[src/logic/pif_cfg.svh]
`ifndef PIF_CFG_SVH
`define PIF_CFG_SVH

// ----------------------------------------------------------------------------
// Register byte addresses (one aligned 32-bit word each)
// ----------------------------------------------------------------------------
`define PIF_ADDR_FLAGS      8'h0C
`define PIF_ADDR_ENABLES    8'h8C
`define PIF_ADDR_CORE_CTRL  8'h90
`define PIF_ADDR_IRQ_STATUS 8'h94
`define PIF_ADDR_IRQ_MASK   8'h98

// ----------------------------------------------------------------------------
// Flag and enable bit positions (enables mirror the flags)
// ----------------------------------------------------------------------------
`define PIF_BIT_TIMER_ONE   0
`define PIF_BIT_PERIOD      1
`define PIF_BIT_CAPCMP      2
`define PIF_BIT_SERIAL      3
`define PIF_BIT_CONVERTER   6

// Bits 7, 5 and 4 are unimplemented and read as zero
`define PIF_IMPL_MASK       8'h4F

// ----------------------------------------------------------------------------
// Core interrupt control bit positions
// ----------------------------------------------------------------------------
`define PIF_BIT_PERIPH_EN   6
`define PIF_BIT_GLOBAL_EN   7

// ----------------------------------------------------------------------------
// Reset values
// ----------------------------------------------------------------------------
`define PIF_RST_FLAGS       8'h00
`define PIF_RST_ENABLES     8'h00
`define PIF_RST_CORE_CTRL   8'h00
`define PIF_RST_IRQ_STATUS  8'h00
`define PIF_RST_IRQ_MASK    8'h00
`define PIF_RST_RDATA       32'h0000_0000

`endif

[src/logic/pif_pkg.sv]
package pif_pkg;

  // ---------------------------------------------------------------------------
  // Types
  // ---------------------------------------------------------------------------
  // Operating mode of the capture/compare unit
  typedef enum logic [1:0] {
    CCP_OFF,
    CCP_CAPTURE,
    CCP_COMPARE,
    CCP_PWM
  } ccp_mode_t;

  // One byte of flags, enables, status or mask
  typedef logic [7:0] flag_byte_t;

endpackage

[src/logic/flag_bank_if.sv]
`timescale 1ns/1ps
`default_nettype none

// Carries event pulses and software writes into the flag bank
interface flag_bank_if;
  logic [7:0] set_evt;
  logic       wr_en;
  logic [7:0] wr_data;
  logic [7:0] flags;

  modport bank (input set_evt, input wr_en, input wr_data, output flags);
  modport ctrl (output set_evt, output wr_en, output wr_data, input flags);
endinterface

`default_nettype wire

[src/logic/flag_bank.sv]
`timescale 1ns/1ps
`default_nettype none
`include "pif_cfg.svh"

module flag_bank (
  input  wire logic   i_core_clk,
  input  wire logic   i_rst_n,
  flag_bank_if.bank   bus
);
  import pif_pkg::*;

  // A literal cannot be bit-selected, so the mask is held as a constant
  localparam flag_byte_t IMPL = `PIF_IMPL_MASK;

  flag_byte_t flags;
  flag_byte_t next_flags;

  // ---------------------------------------------------------------------------
  // Per-bit sticky flags
  // ---------------------------------------------------------------------------
  genvar b;
  generate
    for (b = 0; b < 8; b++) begin : g_bit
      // Set wins over a software clear in the same cycle, so no event is lost
      always_comb begin
        if (!IMPL[b]) begin
          next_flags[b] = 1'b0;
        end else if (bus.set_evt[b]) begin
          next_flags[b] = 1'b1;
        end else if (bus.wr_en) begin
          next_flags[b] = bus.wr_data[b];
        end else begin
          next_flags[b] = flags[b];
        end
      end
    end
  endgenerate

  // Registers only; synchronous reset clears every flag
  always_ff @(posedge i_core_clk) begin
    if (!i_rst_n) begin
      flags <= `PIF_RST_FLAGS;
    end else begin
      flags <= next_flags;
    end
  end

  assign bus.flags = flags;

endmodule

`default_nettype wire

[src/logic/peripheral_interrupt_flags.sv]
// Overview of operation
// - Flags set regardless of any enable bit
// - Bit 6 sets on conversion done, sticky
// - Bit 3 sets on serial transfer done, sticky
// - Bit 2 sets on capture in capture mode
// - Bit 2 sets on compare match in compare mode
// - Bit 1 sets on timer two period match
// - Request needs peripheral enable plus source enable
// - Companion enable register mirrors flag bit positions
//
// Decided for this implementation: the Wishbone slave port.
`timescale 1ns/1ps
`default_nettype none
`include "pif_cfg.svh"

module peripheral_interrupt_flags #(
  parameter int ADDR_W = 8
) (
  input  wire logic              i_core_clk,
  input  wire logic              i_rst_n,
  // Wishbone classic slave
  input  wire logic              i_wb_cyc,
  input  wire logic              i_wb_stb,
  input  wire logic              i_wb_we,
  input  wire logic [ADDR_W-1:0] i_wb_adr,
  input  wire logic [3:0]        i_wb_sel,
  input  wire logic [31:0]       i_wb_dat,
  output logic [31:0]            o_wb_dat,
  output logic                   o_wb_ack,
  // Peripheral events, one-cycle pulses on the core clock
  input  wire logic              i_converter_done,
  input  wire logic              i_serial_done,
  input  wire logic              i_capture_event,
  input  wire logic              i_compare_match,
  input  wire pif_pkg::ccp_mode_t i_ccp_mode,
  input  wire logic              i_period_match,
  input  wire logic              i_timer_one_overflow,
  // Toward the processor core
  output logic                   o_periph_irq_req,
  output logic                   o_core_irq,
  output logic                   o_irq
);
  import pif_pkg::*;

  // ---------------------------------------------------------------------------
  // Decode constants
  // ---------------------------------------------------------------------------
  // Addresses sized to the bus once, so every compare is width-exact
  localparam logic [ADDR_W-1:0] ADR_FLAGS      = ADDR_W'(`PIF_ADDR_FLAGS);
  localparam logic [ADDR_W-1:0] ADR_ENABLES    = ADDR_W'(`PIF_ADDR_ENABLES);
  localparam logic [ADDR_W-1:0] ADR_CORE_CTRL  = ADDR_W'(`PIF_ADDR_CORE_CTRL);
  localparam logic [ADDR_W-1:0] ADR_IRQ_STATUS = ADDR_W'(`PIF_ADDR_IRQ_STATUS);
  localparam logic [ADDR_W-1:0] ADR_IRQ_MASK   = ADDR_W'(`PIF_ADDR_IRQ_MASK);
  // Only the two enable bits of the control byte are stored
  localparam flag_byte_t        CTRL_RST       = `PIF_RST_CORE_CTRL;
  localparam flag_byte_t        IMPL_MASK      = `PIF_IMPL_MASK;

  // ---------------------------------------------------------------------------
  // Declarations
  // ---------------------------------------------------------------------------
  flag_bank_if fb ();

  flag_byte_t  enables;
  flag_byte_t  next_enables;
  logic [1:0]  core_ctrl;
  logic [1:0]  next_core_ctrl;
  flag_byte_t  irq_status;
  flag_byte_t  next_irq_status;
  flag_byte_t  irq_mask;
  flag_byte_t  next_irq_mask;
  logic        ack;
  logic        next_ack;
  logic [31:0] rdata;
  logic [31:0] next_rdata;

  // Bus and event glue
  logic        req;
  logic        acc;
  logic        wr_lane0;
  logic        capcmp_evt;
  flag_byte_t  events;
  flag_byte_t  pending;
  logic        global_en;
  logic        periph_en;
  logic        status_rd;

  // ---------------------------------------------------------------------------
  // Event collection
  // ---------------------------------------------------------------------------
  // The shared capture/compare flag means different things per mode; in
  // PWM mode nothing sets it, so stray strobes cannot leave it pending.
  always_comb begin
    capcmp_evt = 1'b0;
    unique case (i_ccp_mode)
      CCP_CAPTURE: capcmp_evt = i_capture_event;
      CCP_COMPARE: capcmp_evt = i_compare_match;
      CCP_OFF:     capcmp_evt = 1'b0;
      CCP_PWM:     capcmp_evt = 1'b0;
    endcase
  end

  // Events map straight onto flag positions, with no enable in the path
  always_comb begin
    events                       = 8'h00;
    events[`PIF_BIT_CONVERTER]   = i_converter_done;
    events[`PIF_BIT_SERIAL]      = i_serial_done;
    events[`PIF_BIT_CAPCMP]      = capcmp_evt;
    events[`PIF_BIT_PERIOD]      = i_period_match;
    events[`PIF_BIT_TIMER_ONE]   = i_timer_one_overflow;
  end

  // ---------------------------------------------------------------------------
  // Bus decode
  // ---------------------------------------------------------------------------
  // A request is taken on the edge where ack is high, so writes and the
  // read clear act exactly once per access
  assign req      = i_wb_cyc && i_wb_stb;
  assign acc      = req && ack;
  assign wr_lane0 = acc && i_wb_we && i_wb_sel[0];

  // Flag register write path into the bank
  assign fb.set_evt = events;
  assign fb.wr_en   = wr_lane0 && (i_wb_adr == ADR_FLAGS);
  assign fb.wr_data = i_wb_dat[7:0];

  flag_bank u_flag_bank (
    .i_core_clk (i_core_clk),
    .i_rst_n    (i_rst_n),
    .bus        (fb)
  );

  // ---------------------------------------------------------------------------
  // Software register next values
  // ---------------------------------------------------------------------------
  // Writes land only on the acknowledged edge, low byte lane only
  always_comb begin
    next_enables   = enables;
    next_core_ctrl = core_ctrl;
    next_irq_mask  = irq_mask;
    if (wr_lane0 && (i_wb_adr == ADR_ENABLES)) begin
      next_enables = i_wb_dat[7:0] & IMPL_MASK;
    end
    if (wr_lane0 && (i_wb_adr == ADR_CORE_CTRL)) begin
      next_core_ctrl = {i_wb_dat[`PIF_BIT_GLOBAL_EN], i_wb_dat[`PIF_BIT_PERIPH_EN]};
    end
    if (wr_lane0 && (i_wb_adr == ADR_IRQ_MASK)) begin
      next_irq_mask = i_wb_dat[7:0] & IMPL_MASK;
    end
  end

  // Status is cleared by a completed read only, never at the request edge
  assign status_rd = acc && !i_wb_we && (i_wb_adr == ADR_IRQ_STATUS);

  // Sticky status: cleared by a read, but a new event in that cycle wins
  always_comb begin
    next_irq_status = irq_status;
    if (status_rd) begin
      next_irq_status = 8'h00;
    end
    next_irq_status = (next_irq_status | events) & IMPL_MASK;
  end

  // ---------------------------------------------------------------------------
  // Bus answer
  // ---------------------------------------------------------------------------
  // Ack one cycle after the request, dropped the cycle after; unmapped
  // addresses are acknowledged and read as zero so the bus never hangs
  always_comb begin
    next_ack   = req && !ack;
    next_rdata = rdata;
    if (req && !ack) begin
      next_rdata = 32'h0000_0000;
      unique case (i_wb_adr)
        ADR_FLAGS:      next_rdata[7:0] = fb.flags;
        ADR_ENABLES:    next_rdata[7:0] = enables;
        ADR_CORE_CTRL: begin
          next_rdata[`PIF_BIT_GLOBAL_EN] = core_ctrl[1];
          next_rdata[`PIF_BIT_PERIPH_EN] = core_ctrl[0];
        end
        ADR_IRQ_STATUS: next_rdata[7:0] = irq_status;
        ADR_IRQ_MASK:   next_rdata[7:0] = irq_mask;
        default:              next_rdata = 32'h0000_0000;
      endcase
    end
  end

  // ---------------------------------------------------------------------------
  // State registers
  // ---------------------------------------------------------------------------
  // Synchronous reset returns all software state to its reset value
  always_ff @(posedge i_core_clk) begin
    if (!i_rst_n) begin
      enables    <= `PIF_RST_ENABLES;
      core_ctrl  <= {CTRL_RST[`PIF_BIT_GLOBAL_EN], CTRL_RST[`PIF_BIT_PERIPH_EN]};
      irq_status <= `PIF_RST_IRQ_STATUS;
      irq_mask   <= `PIF_RST_IRQ_MASK;
      ack        <= 1'b0;
      rdata      <= `PIF_RST_RDATA;
    end else begin
      enables    <= next_enables;
      core_ctrl  <= next_core_ctrl;
      irq_status <= next_irq_status;
      irq_mask   <= next_irq_mask;
      ack        <= next_ack;
      rdata      <= next_rdata;
    end
  end

  // ---------------------------------------------------------------------------
  // Interrupt gating
  // ---------------------------------------------------------------------------
  // Enabling a source with a stale flag fires at once; software is expected
  // to clear the flag first, the hardware does not guard against it
  assign global_en        = core_ctrl[1];
  assign periph_en        = core_ctrl[0];
  assign pending          = fb.flags & enables;
  assign o_periph_irq_req = periph_en && (|pending);
  assign o_core_irq       = global_en && o_periph_irq_req;
  // Status interrupt ignores the flag enables and the core control bits
  assign o_irq            = |(irq_status & irq_mask);
  assign o_wb_ack         = ack;
  assign o_wb_dat         = rdata;

endmodule

`default_nettype wire

[config.mk]
export PLATFORM = sky130hd
export DESIGN_NAME = peripheral_interrupt_flags
export DESIGN_NICKNAME = d
export VERILOG_FILES = /design/src/logic/pif_pkg.sv /design/src/logic/flag_bank_if.sv /design/src/logic/flag_bank.sv /design/src/logic/peripheral_interrupt_flags.sv
export VERILOG_INCLUDE_DIRS = /design/src /design/src/logic
export SDC_FILE = /design/constraint.sdc
export NUM_CORES = 1
export LEC_CHECK = 0
export BUFFER_PORTS_ARGS = -buffer_cell sky130_fd_sc_hd__buf_2
export CAP_MARGIN = 20
export CORE_MARGIN = 3
export CORE_UTILIZATION = 47
export DETAILED_ROUTE_END_ITERATION = 8
export PLACE_DENSITY = 0.92
export SYNTH_ARGS = -nofsm -noshare
export SYNTH_HDL_FRONTEND = slang
export SYNTH_SLANG_ARGS = --single-unit
[constraint.sdc]
create_clock -name i_core_clk -period 4.6 [get_ports i_core_clk]
set_clock_uncertainty 0.05 [all_clocks]
set_input_delay 0.69 -clock i_core_clk [delete_from_list [all_inputs] [get_ports i_core_clk]]
set_output_delay 0.69 -clock i_core_clk [all_outputs]
set_load 0.02 [all_outputs]
## Word level (Yosys, flattened, before mapping)

Cells that the tools add are included.

| word-level totals | value |
|---|---|
| input bits | 57 |
| output and inout port bits | 36 |
| logic and storage cells | 61 |
| register bits after elaboration | 34 |

| operators by class | value |
|---|---|
| eq/ne operators | 8 |
| bitwise gates (word level) | 3 |
| reductions and logical operators | 24 |
| multiplexer cells | 14 |

Operators by type and width:

| cell | count |
|---|---|
| $eq A8 B8 Y1 const B | 4 |
| $pmux W6 S4 | 1 |
| $reduce_or A8 Y1 | 2 |
| $logic_and A1 B1 Y1 | 13 |
| $mux W1 | 10 |
| $pmux W2 S5 | 1 |
| $reduce_bool A2 Y1 | 5 |
| $and A8 B7 Y8 | 1 |
| $eq A8 B4 Y1 const B | 1 |
| $and A7 B7 Y7 | 1 |
| $mux W7 | 1 |
| $or A7 B7 Y7 | 1 |
| $eq A2 B2 Y1 const B | 2 |
| $pmux W1 S3 | 1 |
| $eq A2 B1 Y1 const B | 1 |
| $logic_not A1 Y1 | 2 |
| $logic_not A2 Y1 | 1 |
| $reduce_or A2 Y1 | 1 |

## Logic depth before layout (Yosys ltp)

Gate-level depths: netlist (run 1).

| depth | value |
|---|---|
| depth after elaboration | 7 |
| mapped depth | 6 |

## By module

From an unflattened synthesis (run 1), not the netlist that was laid out.

| unflattened totals | value |
|---|---|
| cell total of the unflattened synthesis | 188 |
| area total of the unflattened synthesis | 1706.6 um^2 |

By module, submodules not included:

| module | times used | area each (um^2) | sequential area each (um^2) | cells an instance |
|---|---|---|---|---|
| peripheral_interrupt_flags | 1 | 1486.4 | 520.5 | 169 |
| flag_bank | 1 | 220.2 | 100.1 | 19 |

## Least setup slack after synthesis (run 1)

No wires, ideal clock.

| timing | value |
|---|---|
| path kind | input port to flip-flop |
| start | in i_wb_adr[5] |
| end | reg u_flag_bank.flags[2] (netlist: u_flag_bank.bus.flags[2]) |
| cell stages on the path | 6 |
| data arrival time | 2194 ps |
| setup slack | 2234 ps |
| path through | or4_4 > buf_6 > or4_4 > buf_6 > nor3_2 > a211oi_2 |

| on the way | value |
|---|---|
| cells in the longest elaborated chain, start to end | 3 |

Ends and longest elaborated chain:

| element | line | text |
|---|---|---|
| from (decl) | peripheral_interrupt_flags.sv:25 | `input wire logic [ADDR_W-1:0] i_wb_adr,` |
| $eq A8 B4 Y1 | peripheral_interrupt_flags.sv:123 | `assign fb.wr_en = wr_lane0 && (i_wb_adr == ADR_FLAGS);` |
| $logic_and A1 B1 Y1 | peripheral_interrupt_flags.sv:123 |  |
| $reduce_bool A2 Y1 (no source line) | -- |  |
| to (signal assigned) | flag_bank.sv:42 | `` flags <= `PIF_RST_FLAGS; `` |
| to (signal assigned) | flag_bank.sv:44 | `flags <= next_flags;` |
| to (decl) | flag_bank.sv:15 | `flag_byte_t flags;` |

Every way passes these cells.
A chain may end at the register's enable or synchronous reset.

## Worst setup path after layout (run 1)

| timing | value |
|---|---|
| start | reg enables[1] |
| end | out o_core_irq |

| on the way | value |
|---|---|
| cells in the longest elaborated chain, start to end | 4 |

Ends and longest elaborated chain:

| element | line | text |
|---|---|---|
| from (decl) | peripheral_interrupt_flags.sv:63 | `flag_byte_t enables;` |
| from (signal assigned) | peripheral_interrupt_flags.sv:193 | `` enables <= `PIF_RST_ENABLES; `` |
| from (signal assigned) | peripheral_interrupt_flags.sv:200 | `enables <= next_enables;` |
| $and A8 B7 Y8 | peripheral_interrupt_flags.sv:216 | `assign pending = fb.flags & enables;` |
| $reduce_or A8 Y1 | peripheral_interrupt_flags.sv:217 | `assign o_periph_irq_req = periph_en && (\|pending);` |
| $logic_and A1 B1 Y1 | peripheral_interrupt_flags.sv:217 |  |
| $logic_and A1 B1 Y1 | peripheral_interrupt_flags.sv:218 | `assign o_core_irq = global_en && o_periph_irq_req;` |
| to (decl) | peripheral_interrupt_flags.sv:40 | `output logic o_core_irq,` |

Every way passes these cells.

==> qor.csv, run 1 <==
stage,metric,value,unit
layout,fill_cells,309,
sta,worst_pin_slew,0.549,ns
layout,drive_above_1_share,0.279,
clock_tree,cts_resized,0,
clock_tree,cts_sinks,29,
min_path,min-delay-start,o_wb_dat[0]$_SDFFE_PN0P_,
clock_tree,cts_root_buf,clkbuf_4,
sta,tns,0,ns
global_routing,antenna_found_initial,0,
global_routing,grt_overflow,0,
logic_synthesis,synth_seq_cells,29,
logic_synthesis,postSynthAreaPerCell,9.12,um^2
logic_synthesis,synthSimpleGateAreaFrac,0.210,
floorplanning,row_count,20,
worst_setup_path,cp-endpoint,o_core_irq,
place,place_hpwl,2750,um
worst_setup_path,required,3.86,ns
worst_setup_path,worstReg2RegStart,o_wb_ack$_SDFF_PN0_,
sta,setup_viol_count_final,0,
sta,setup_ws,2.27,ns
floorplanning,core-area,3200,um^2
worst_setup_path,worstPathCellList,a222oi_1 -> a21boi_1 -> and2_1 -> buf_2,
route,drt-pass1-iter-count,4,
layout,syn2layout_area_growth,8.54,%
floorplanning,die_h,65.1,um
worst_setup_path,arrival,1.59,ns
status,status,completed,
worst_setup_path,worst-setup-path-type,reg -> out,
place,pre_cts_ws,2.10,ns
place,gp_congestion,0.932,
route,drc,0,
logic_synthesis,ys_async_sr_fraction,0,
sta,rsz0062_at_grt,no,
global_routing,grt_pass1_vias,1280,
logic_synthesis,synthMuxAreaShare,0.114,
logic_synthesis,synth-edff-count,0,
min_path,hp-class,reg -> reg,
logic_synthesis,ys_types,37,
route,drt.antenna.violating_nets,0,
route,wire_per_inst,14.1,um
layout,final-seq-area,581,um^2
worst_setup_path,cp.depth,4,
worst_setup_path,rrSetupSlack,2.94,ns
worst_setup_path,worst-path-buf-inv,1,
logic_synthesis,synth_compound_area_frac,0.169,
clock_tree,cts_buffers,5,
global_routing,grt_max_degree,19,
power_and_ir_drop,leakage,0.000792,uW
floorplanning,io-pin-count,93,
worst_setup_path,critPathTopFamily,compound AO/OA/AOI/OAI gates,
logic_synthesis,synth_xor_area_frac,0.00534,
floorplanning,chipWidth,65.1,um
logic_synthesis,synth_top_family_by_area,simple AND/OR/NAND/NOR gates,
worst_setup_path,slowest_delay,0.40,ns
worst_setup_path,rr_endpoint,u_flag_bank.bus.flags[6]$_SDFFE_PN0P_,
clock_tree,cts_tree,yes,
clock_tree,htree_levels,2,
worst_setup_path,ff2ff_path_depth,4,
worst_setup_path,endpoint_kind,output pin,
clock_tree,path_clk_slew,0.08,ns
clock_tree,cts_buffer_depth,2,
power_and_ir_drop,pwr_density_cell,265,nW/um^2
power_and_ir_drop,p_total,472,uW
worst_setup_path,crit_start,enables[1]$_SDFFE_PN0P_,
job,cap_violations,0,
layout,nNetsFinal,273,
clock_tree,cts_hold_buf,0,
clock_tree,post_cts_buffers,0,
logic_synthesis,netlist_area,1640,um^2
sta,relSlewSlack,0.631,
layout,diodes,0,
logic_synthesis,ys_warn_count,0,
sta,hold_viol,0,
worst_setup_path,crit_path_max_fanout,3,
logic_synthesis,seq_area_frac_synth,0.354,
power_and_ir_drop,ir_drop,0.000139,V
sta,fmax,0.428,GHz
logic_synthesis,synthAdderAreaFrac,0,
floorplanning,initial_core_util,0.512,
global_routing,grt_usage,0.179,
sta,drv_slew,0,
worst_setup_path,slowest_stage,a222oi_1,
layout,multi_input_comb_area,915,um^2
place,portBuffers,37,
route,drt-initial-drc-count,143,
sta,period_share,0.508,
route,routed_via_density,5.40,
logic_synthesis,synth_ff_type,dfxtp_1,
route,vias,1399,
logic_synthesis,synthCells,180,
worst_setup_path,startpoint_type,flip-flop,
route,wl,3660,um
global_routing,grt_pass1_wl,5710,um
floorplanning,die_area,4240,um^2
clock_tree,worstSkewPairLatency,0.34,ns
sta,period_needed,2.33,ns
## worst register-to-register path: cells and delay by family, from the launching register on
kind	cells	cell delay, ns
AND/OR/NAND/NOR	3	1.04
flip-flops	1	0.40
AO/OA/AOI/OAI	1	0.06
## final cells by class
cell class | count | share of cell area
multi-input cells | 142 | 0.513
flip-flops and latches | 29 | 0.326
repair buffers | 37 | 0.104
well taps | 44 | 0.0309
clock buffers | 5 | 0.0211
clock inverters | 1 | 0.00281
inverters | 1 | 0.00211
## stage by stage
step / hold slack [ns] / utilization / cells / cell area, um^2
3_5_place_dp: 0.398 / 0.543 / 253 / 1740
5_1_grt: 0.452 / 0.556 / 259 / 1780
2_1_floorplan: 0.397 / - / 205 / 1740
6_report: 0.416 / 0.556 / 259 / 1780
4_1_cts: 0.420 / 0.556 / 259 / 1780
3_3_place_gp: 0.394 / 0.543 / 253 / 1740
## registers in the layout, indices dropped and copies added (netlist names)
register	cells
enables	5
core_ctrl	2
irq_status	5
o_wb_ack	1
u_flag_bank.bus.flags	5
o_wb_dat	6
irq_mask	5
## synth_stat cells, types with 3 or more instances
master	instances	area, um^2
dfxtp_1	29	581
buf_4	26	195
nand2_1	19	71.3
nor2_1	19	71.3
mux2i_1	13	130
a21oi_1	7	35.0
a22oi_1	7	52.6
a211oi_2	5	62.6
nor3_2	5	50.1
o2bb2ai_1	5	43.8
a22o_1	4	35.0
clkbuf_1	4	15.0
mux2_1	3	33.8
nand3_1	3	15.0
## layout by cell type, fill, tap and decap left out, drive strengths merged
cell | Yosys | final
inv | 1 | 1
buf | 29 | 37
nand4b | 1 | 1
mux2i | 13 | 13
o21ai | 3 | 3
a21boi | 1 | 1
nand3b | 2 | 2
a222oi | 2 | 2
xnor2 | 1 | 1
mux2 | 5 | 5
dfxtp | 29 | 29
nor3 | 7 | 7
nand2 | 19 | 19
nand4 | 1 | 1
nor4 | 1 | 1
nand3 | 3 | 3
nand4bb | 1 | 1
or3b | 1 | 1
a22o | 4 | 4
clkbuf | 4 | 5
a21oi | 7 | 7
a22oi | 7 | 7
a211oi | 5 | 5
clkinv | 0 | 1
o22ai | 1 | 1
or4 | 3 | 3
nor2 | 20 | 20
nor2b | 2 | 2
conb | 1 | 26
o2bb2ai | 5 | 5
and2 | 1 | 1
## kinds of logic (layout without fill, tap and decap cells)
family | Yosys count | in the layout
xor+xnor | 1 | 1
simple gates | 62 | 62
other cells | 1 | 26
flops | 29 | 29
buf+inv | 34 | 44
mux | 18 | 18
compound gates | 35 | 35
## power by group
group	switching (uW)	internal, uW	total, uW	leakage [uW]
Sequential	6.42	258	265	0.000237
Clock	84.2	52.7	137	0.0000269
Combinational	48.3	22.0	70.2	0.000528
## layer usage
layer / GRT usage / vias up / part of all wire
met5: 0 / - / 0
met4: 0.111 / 0 / 0.029
met3: 0.0462 / 14 / 0.089
met2: 0.282 / 61 / 0.47
met1: 0.217 / 659 / 0.42
li1: - / 665 / -
## how the worst min path moves through the flow
stage,endpoint,slack (ns),cells past startpoint
after floorplan,core_ctrl[0]$_SDFFE_PN0P_,0.40,2
after global placement,o_wb_dat[3]$_SDFFE_PN0P_,0.39,1
after detailed placement,o_wb_dat[0]$_SDFFE_PN0P_,0.40,1
after CTS,o_wb_dat[0]$_SDFFE_PN0P_,0.42,1
after global routing,o_wb_dat[1]$_SDFFE_PN0P_,0.45,1
final,o_wb_dat[0]$_SDFFE_PN0P_,0.42,1
(Power assumes the default switching activity.)
==> run 2, diff against run 1 <==
Settings changed: ABC_AREA set to 1, CORE_UTILIZATION 47 to 40, PLACE_DENSITY 0.92 to 0.83.
Clock period 4.6 ns to 1.9 ns, I/O delays scaled along.
==> qor.csv, run 2 <==
stage,metric,value,unit,change
route,drt-pass1-iter-count,4,,unchanged
logic_synthesis,synth_area_leader_cell,dfxtp_1,,unchanged
logic_synthesis,yosys-top-cells-count,"45 x nand2_1, 29 x dfxtp_1, 28 x buf_4, 28 x inv_1, 27 x a21oi_1",,"was 29 x dfxtp_1, 26 x buf_4, 19 x nand2_1, 19 x nor2_1, 13 x mux2i_1"
sta,fmax,0.631,GHz,
route,wire_per_inst,10.7,um,was 14.1 um
global_routing,grt_usage,0.147,,was 0.179
worst_setup_path,worst-path-buf-inv,1,,unchanged
sta,tns,0,ns,unchanged
logic_synthesis,ys_types,26,,was 37
layout,diodes,0,,unchanged
logic_synthesis,ys_async_sr_fraction,0,,unchanged
logic_synthesis,synth_top_area_share,0.346,,was 0.354
power_and_ir_drop,pwr_density_cell,758,nW/um^2,was 265 nW/um^2
logic_synthesis,seq_area_frac_synth,0.346,,was 0.354
global_routing,grt_pass1_wl,5870,um,was 5710 um
worst_setup_path,critPathTopFamily,compound AO/OA/AOI/OAI gates,,unchanged
logic_synthesis,postSynthAreaPerCell,7.08,um^2,was 9.12 um^2
layout,layout_common_cells,"45 x nand2_1, 37 x buf_2, 29 x dfxtp_1",,"was 37 x buf_2, 29 x dfxtp_1, 26 x conb_1"
route,drt-initial-drc-count,40,,was 143
floorplanning,core-area,3850,um^2,was 3200 um^2
clock_tree,worstSkewPairLatency,0.28,ns,was 0.34 ns
worst_setup_path,endpoint_kind,output pin,,unchanged
layout,final_common_cell,nand2_1,,was buf_2
route,vias,1524,,was 1399
logic_synthesis,synth.most_common_cell,nand2_1,,was dfxtp_1
route,wl,3500,um,was 3660 um
layout,final_cells,326,,was 259
clock_tree,post_cts_buffers,0,,unchanged
logic_synthesis,synth_seq_cells,29,,unchanged
place,place_inst,318,,was 253
floorplanning,chipWidth,70.8,um,was 65.1 um
floorplanning,io-pin-count,93,,unchanged
place,placed_area,1810,um^2,was 1740 um^2
route,routed_via_density,4.67,,was 5.40
clock_tree,cts_hold_buf,0,,unchanged
route,drc,0,,unchanged
sta,rsz0062_at_grt,no,,unchanged
worst_setup_path,required,1.56,ns,was 3.86 ns
worst_setup_path,startpoint_type,flip-flop,,unchanged
clock_tree,cts_resized,0,,unchanged
worst_setup_path,worstPathCellList,a22o_1 -> o21ai_0 -> nor2_1 -> buf_2,,was a222oi_1 -> a21boi_1 -> and2_1 -> buf_2
floorplanning,die_area,5010,um^2,was 4240 um^2
clock_tree,cts_root_buf,clkbuf_8,,was clkbuf_4
layout,drive_above_1_share,0.237,,was 0.279
layout,nNetsFinal,334,,was 273
job,cap_violations,0,,unchanged
sta,drv_slew,0,,unchanged
clock_tree,cts_sinks,29,,unchanged
place,gp_congestion,0.863,,was 0.932
worst_setup_path,arrival,1.25,ns,was 1.59 ns
global_routing,antenna_found_initial,0,,unchanged
floorplanning,die_h,70.8,um,was 65.1 um
logic_synthesis,ys_warn_count,0,,unchanged
place,place_hpwl,2800,um,was 2750 um
clock_tree,path_clk_slew,0.06,ns,was 0.08 ns
global_routing,grt_max_degree,17,,was 19
floorplanning,row_count,22,,was 20
logic_synthesis,synth_ff_type,dfxtp_1,,unchanged
global_routing,grt_overflow,0,,unchanged
logic_synthesis,synth-edff-count,0,,unchanged
sta,hold_viol,0,,unchanged
sta,period_share,0.834,,
worst_setup_path,slowest_stage,dfxtp_1,,was a222oi_1
clock_tree,cts_buffers,5,,unchanged
clock_tree,cts_tree,yes,,unchanged
logic_synthesis,synthCells,237,,was 180
route,drt.antenna.violating_nets,0,,unchanged
power_and_ir_drop,ir_drop,0.000353,V,was 0.000139 V
sta,setup_viol_count_final,0,,unchanged
min_path,hp-class,in -> reg,,was reg -> reg
status,status,completed,,unchanged
layout,fin_area,1920,um^2,was 1780 um^2
layout,syn2layout_area_growth,14.6,%,was 8.54%
floorplanning,initial_core_util,0.436,,was 0.512
power_and_ir_drop,leakage,0.000942,uW,was 0.000792 uW
sta,period_needed,1.58,ns,
worst_setup_path,slowest_delay,0.32,ns,was 0.40 ns
worst_setup_path,crit_path_max_fanout,3,,unchanged
place,portBuffers,37,,unchanged
logic_synthesis,synthTopCellsByArea,"dfxtp_1 35%, buf_4 13%, nand2_1 10%",,"was dfxtp_1 35%, buf_4 12%, mux2i_1 7.9%"
layout,largest_reg_flops,6,,unchanged
logic_synthesis,netlist_area,1680,um^2,was 1640 um^2
clock_tree,htree_levels,2,,unchanged
global_routing,grt_pass1_vias,1354,,was 1280
clock_tree,cts_buffer_depth,2,,unchanged
worst_setup_path,worst-setup-path-type,reg -> out,,unchanged
## run 2: cell count changes after synthesis, sizes merged, moves of 7 or more
cell	previous run	this run
mux2i	13	0
nand2	19	49
a22oi	7	0
nand3	3	25
o21ai	3	19
inv	1	31
a21oi	7	27
## run 2: cell type report
class	instances	area, um^2
tap	48	60.1
timing repair buffer	38	193
inverter	31	119
sequential	29	581
multi-input combinational	172	856
clock buffer	7	86.3
clock inverter	1	30.0
fill	410	1930
## run 2: per-layer routing
metal | vias to the layer above | track usage | share of wire
li1 | 790 | - | -
met1 | 674 | 0.177 | 0.44
met2 | 55 | 0.241 | 0.47
met3 | 5 | 0.0455 | 0.074
met4 | 0 | 0.0626 | 0.019
met5 | - | 0 | 0
## run 2: through the flow
step	total power [uW]	setup slack (ns)	hold slack, ns	util
2_1_floorplan	807	0.534	0.352	-
3_3_place_gp	816	0.407	0.398	0.469
3_5_place_dp	820	0.355	0.405	0.469
4_1_cts	1480	0.278	0.185	0.499
5_1_grt	1520	0.217	0.204	0.499
6_report	1460	0.315	0.194	0.499
## run 2: power breakdown
part           internal, uW  switching [uW]
logic                  47.0             118
registers               627            15.0
clock network           427             224
total                  1100             357
## run 2: cell families (layout without fill, tap and decap cells)
| family | Yosys count | in the layout | synth area share |
|---|---|---|---|
| AOI/OAI and AO/OA | 50 | 50 | 0.155 |
| buffers and inverters | 61 | 77 | 0.200 |
| DFF | 29 | 29 | 0.346 |
| other | 1 | 26 | 0.00223 |
| and+or+nand+nor | 96 | 96 | 0.297 |
## run 2: path summary, 6_finish.rpt
check,start,end,slack [ns],depth (start not counted)
max,enables[0]$_SDFFE_PN0P_,o_core_irq,0.32,4
min,i_serial_done,irq_status[3]$_SDFF_PN0_,0.19,3
max reg2reg,o_wb_ack$_SDFF_PN0_,irq_mask[1]$_SDFFE_PN0P_,0.52,5
min reg2reg,enables[1]$_SDFFE_PN0P_,enables[1]$_SDFFE_PN0P_,0.41,2
## run 2: worst reg2reg max path: stages, from the launching register on
cell	delay [ns]
dfxtp_1	0.39
nand3_2	0.12
nor2_4	0.21
nand3_2	0.21
o21ai_0	0.23
a21oi_1	0.05
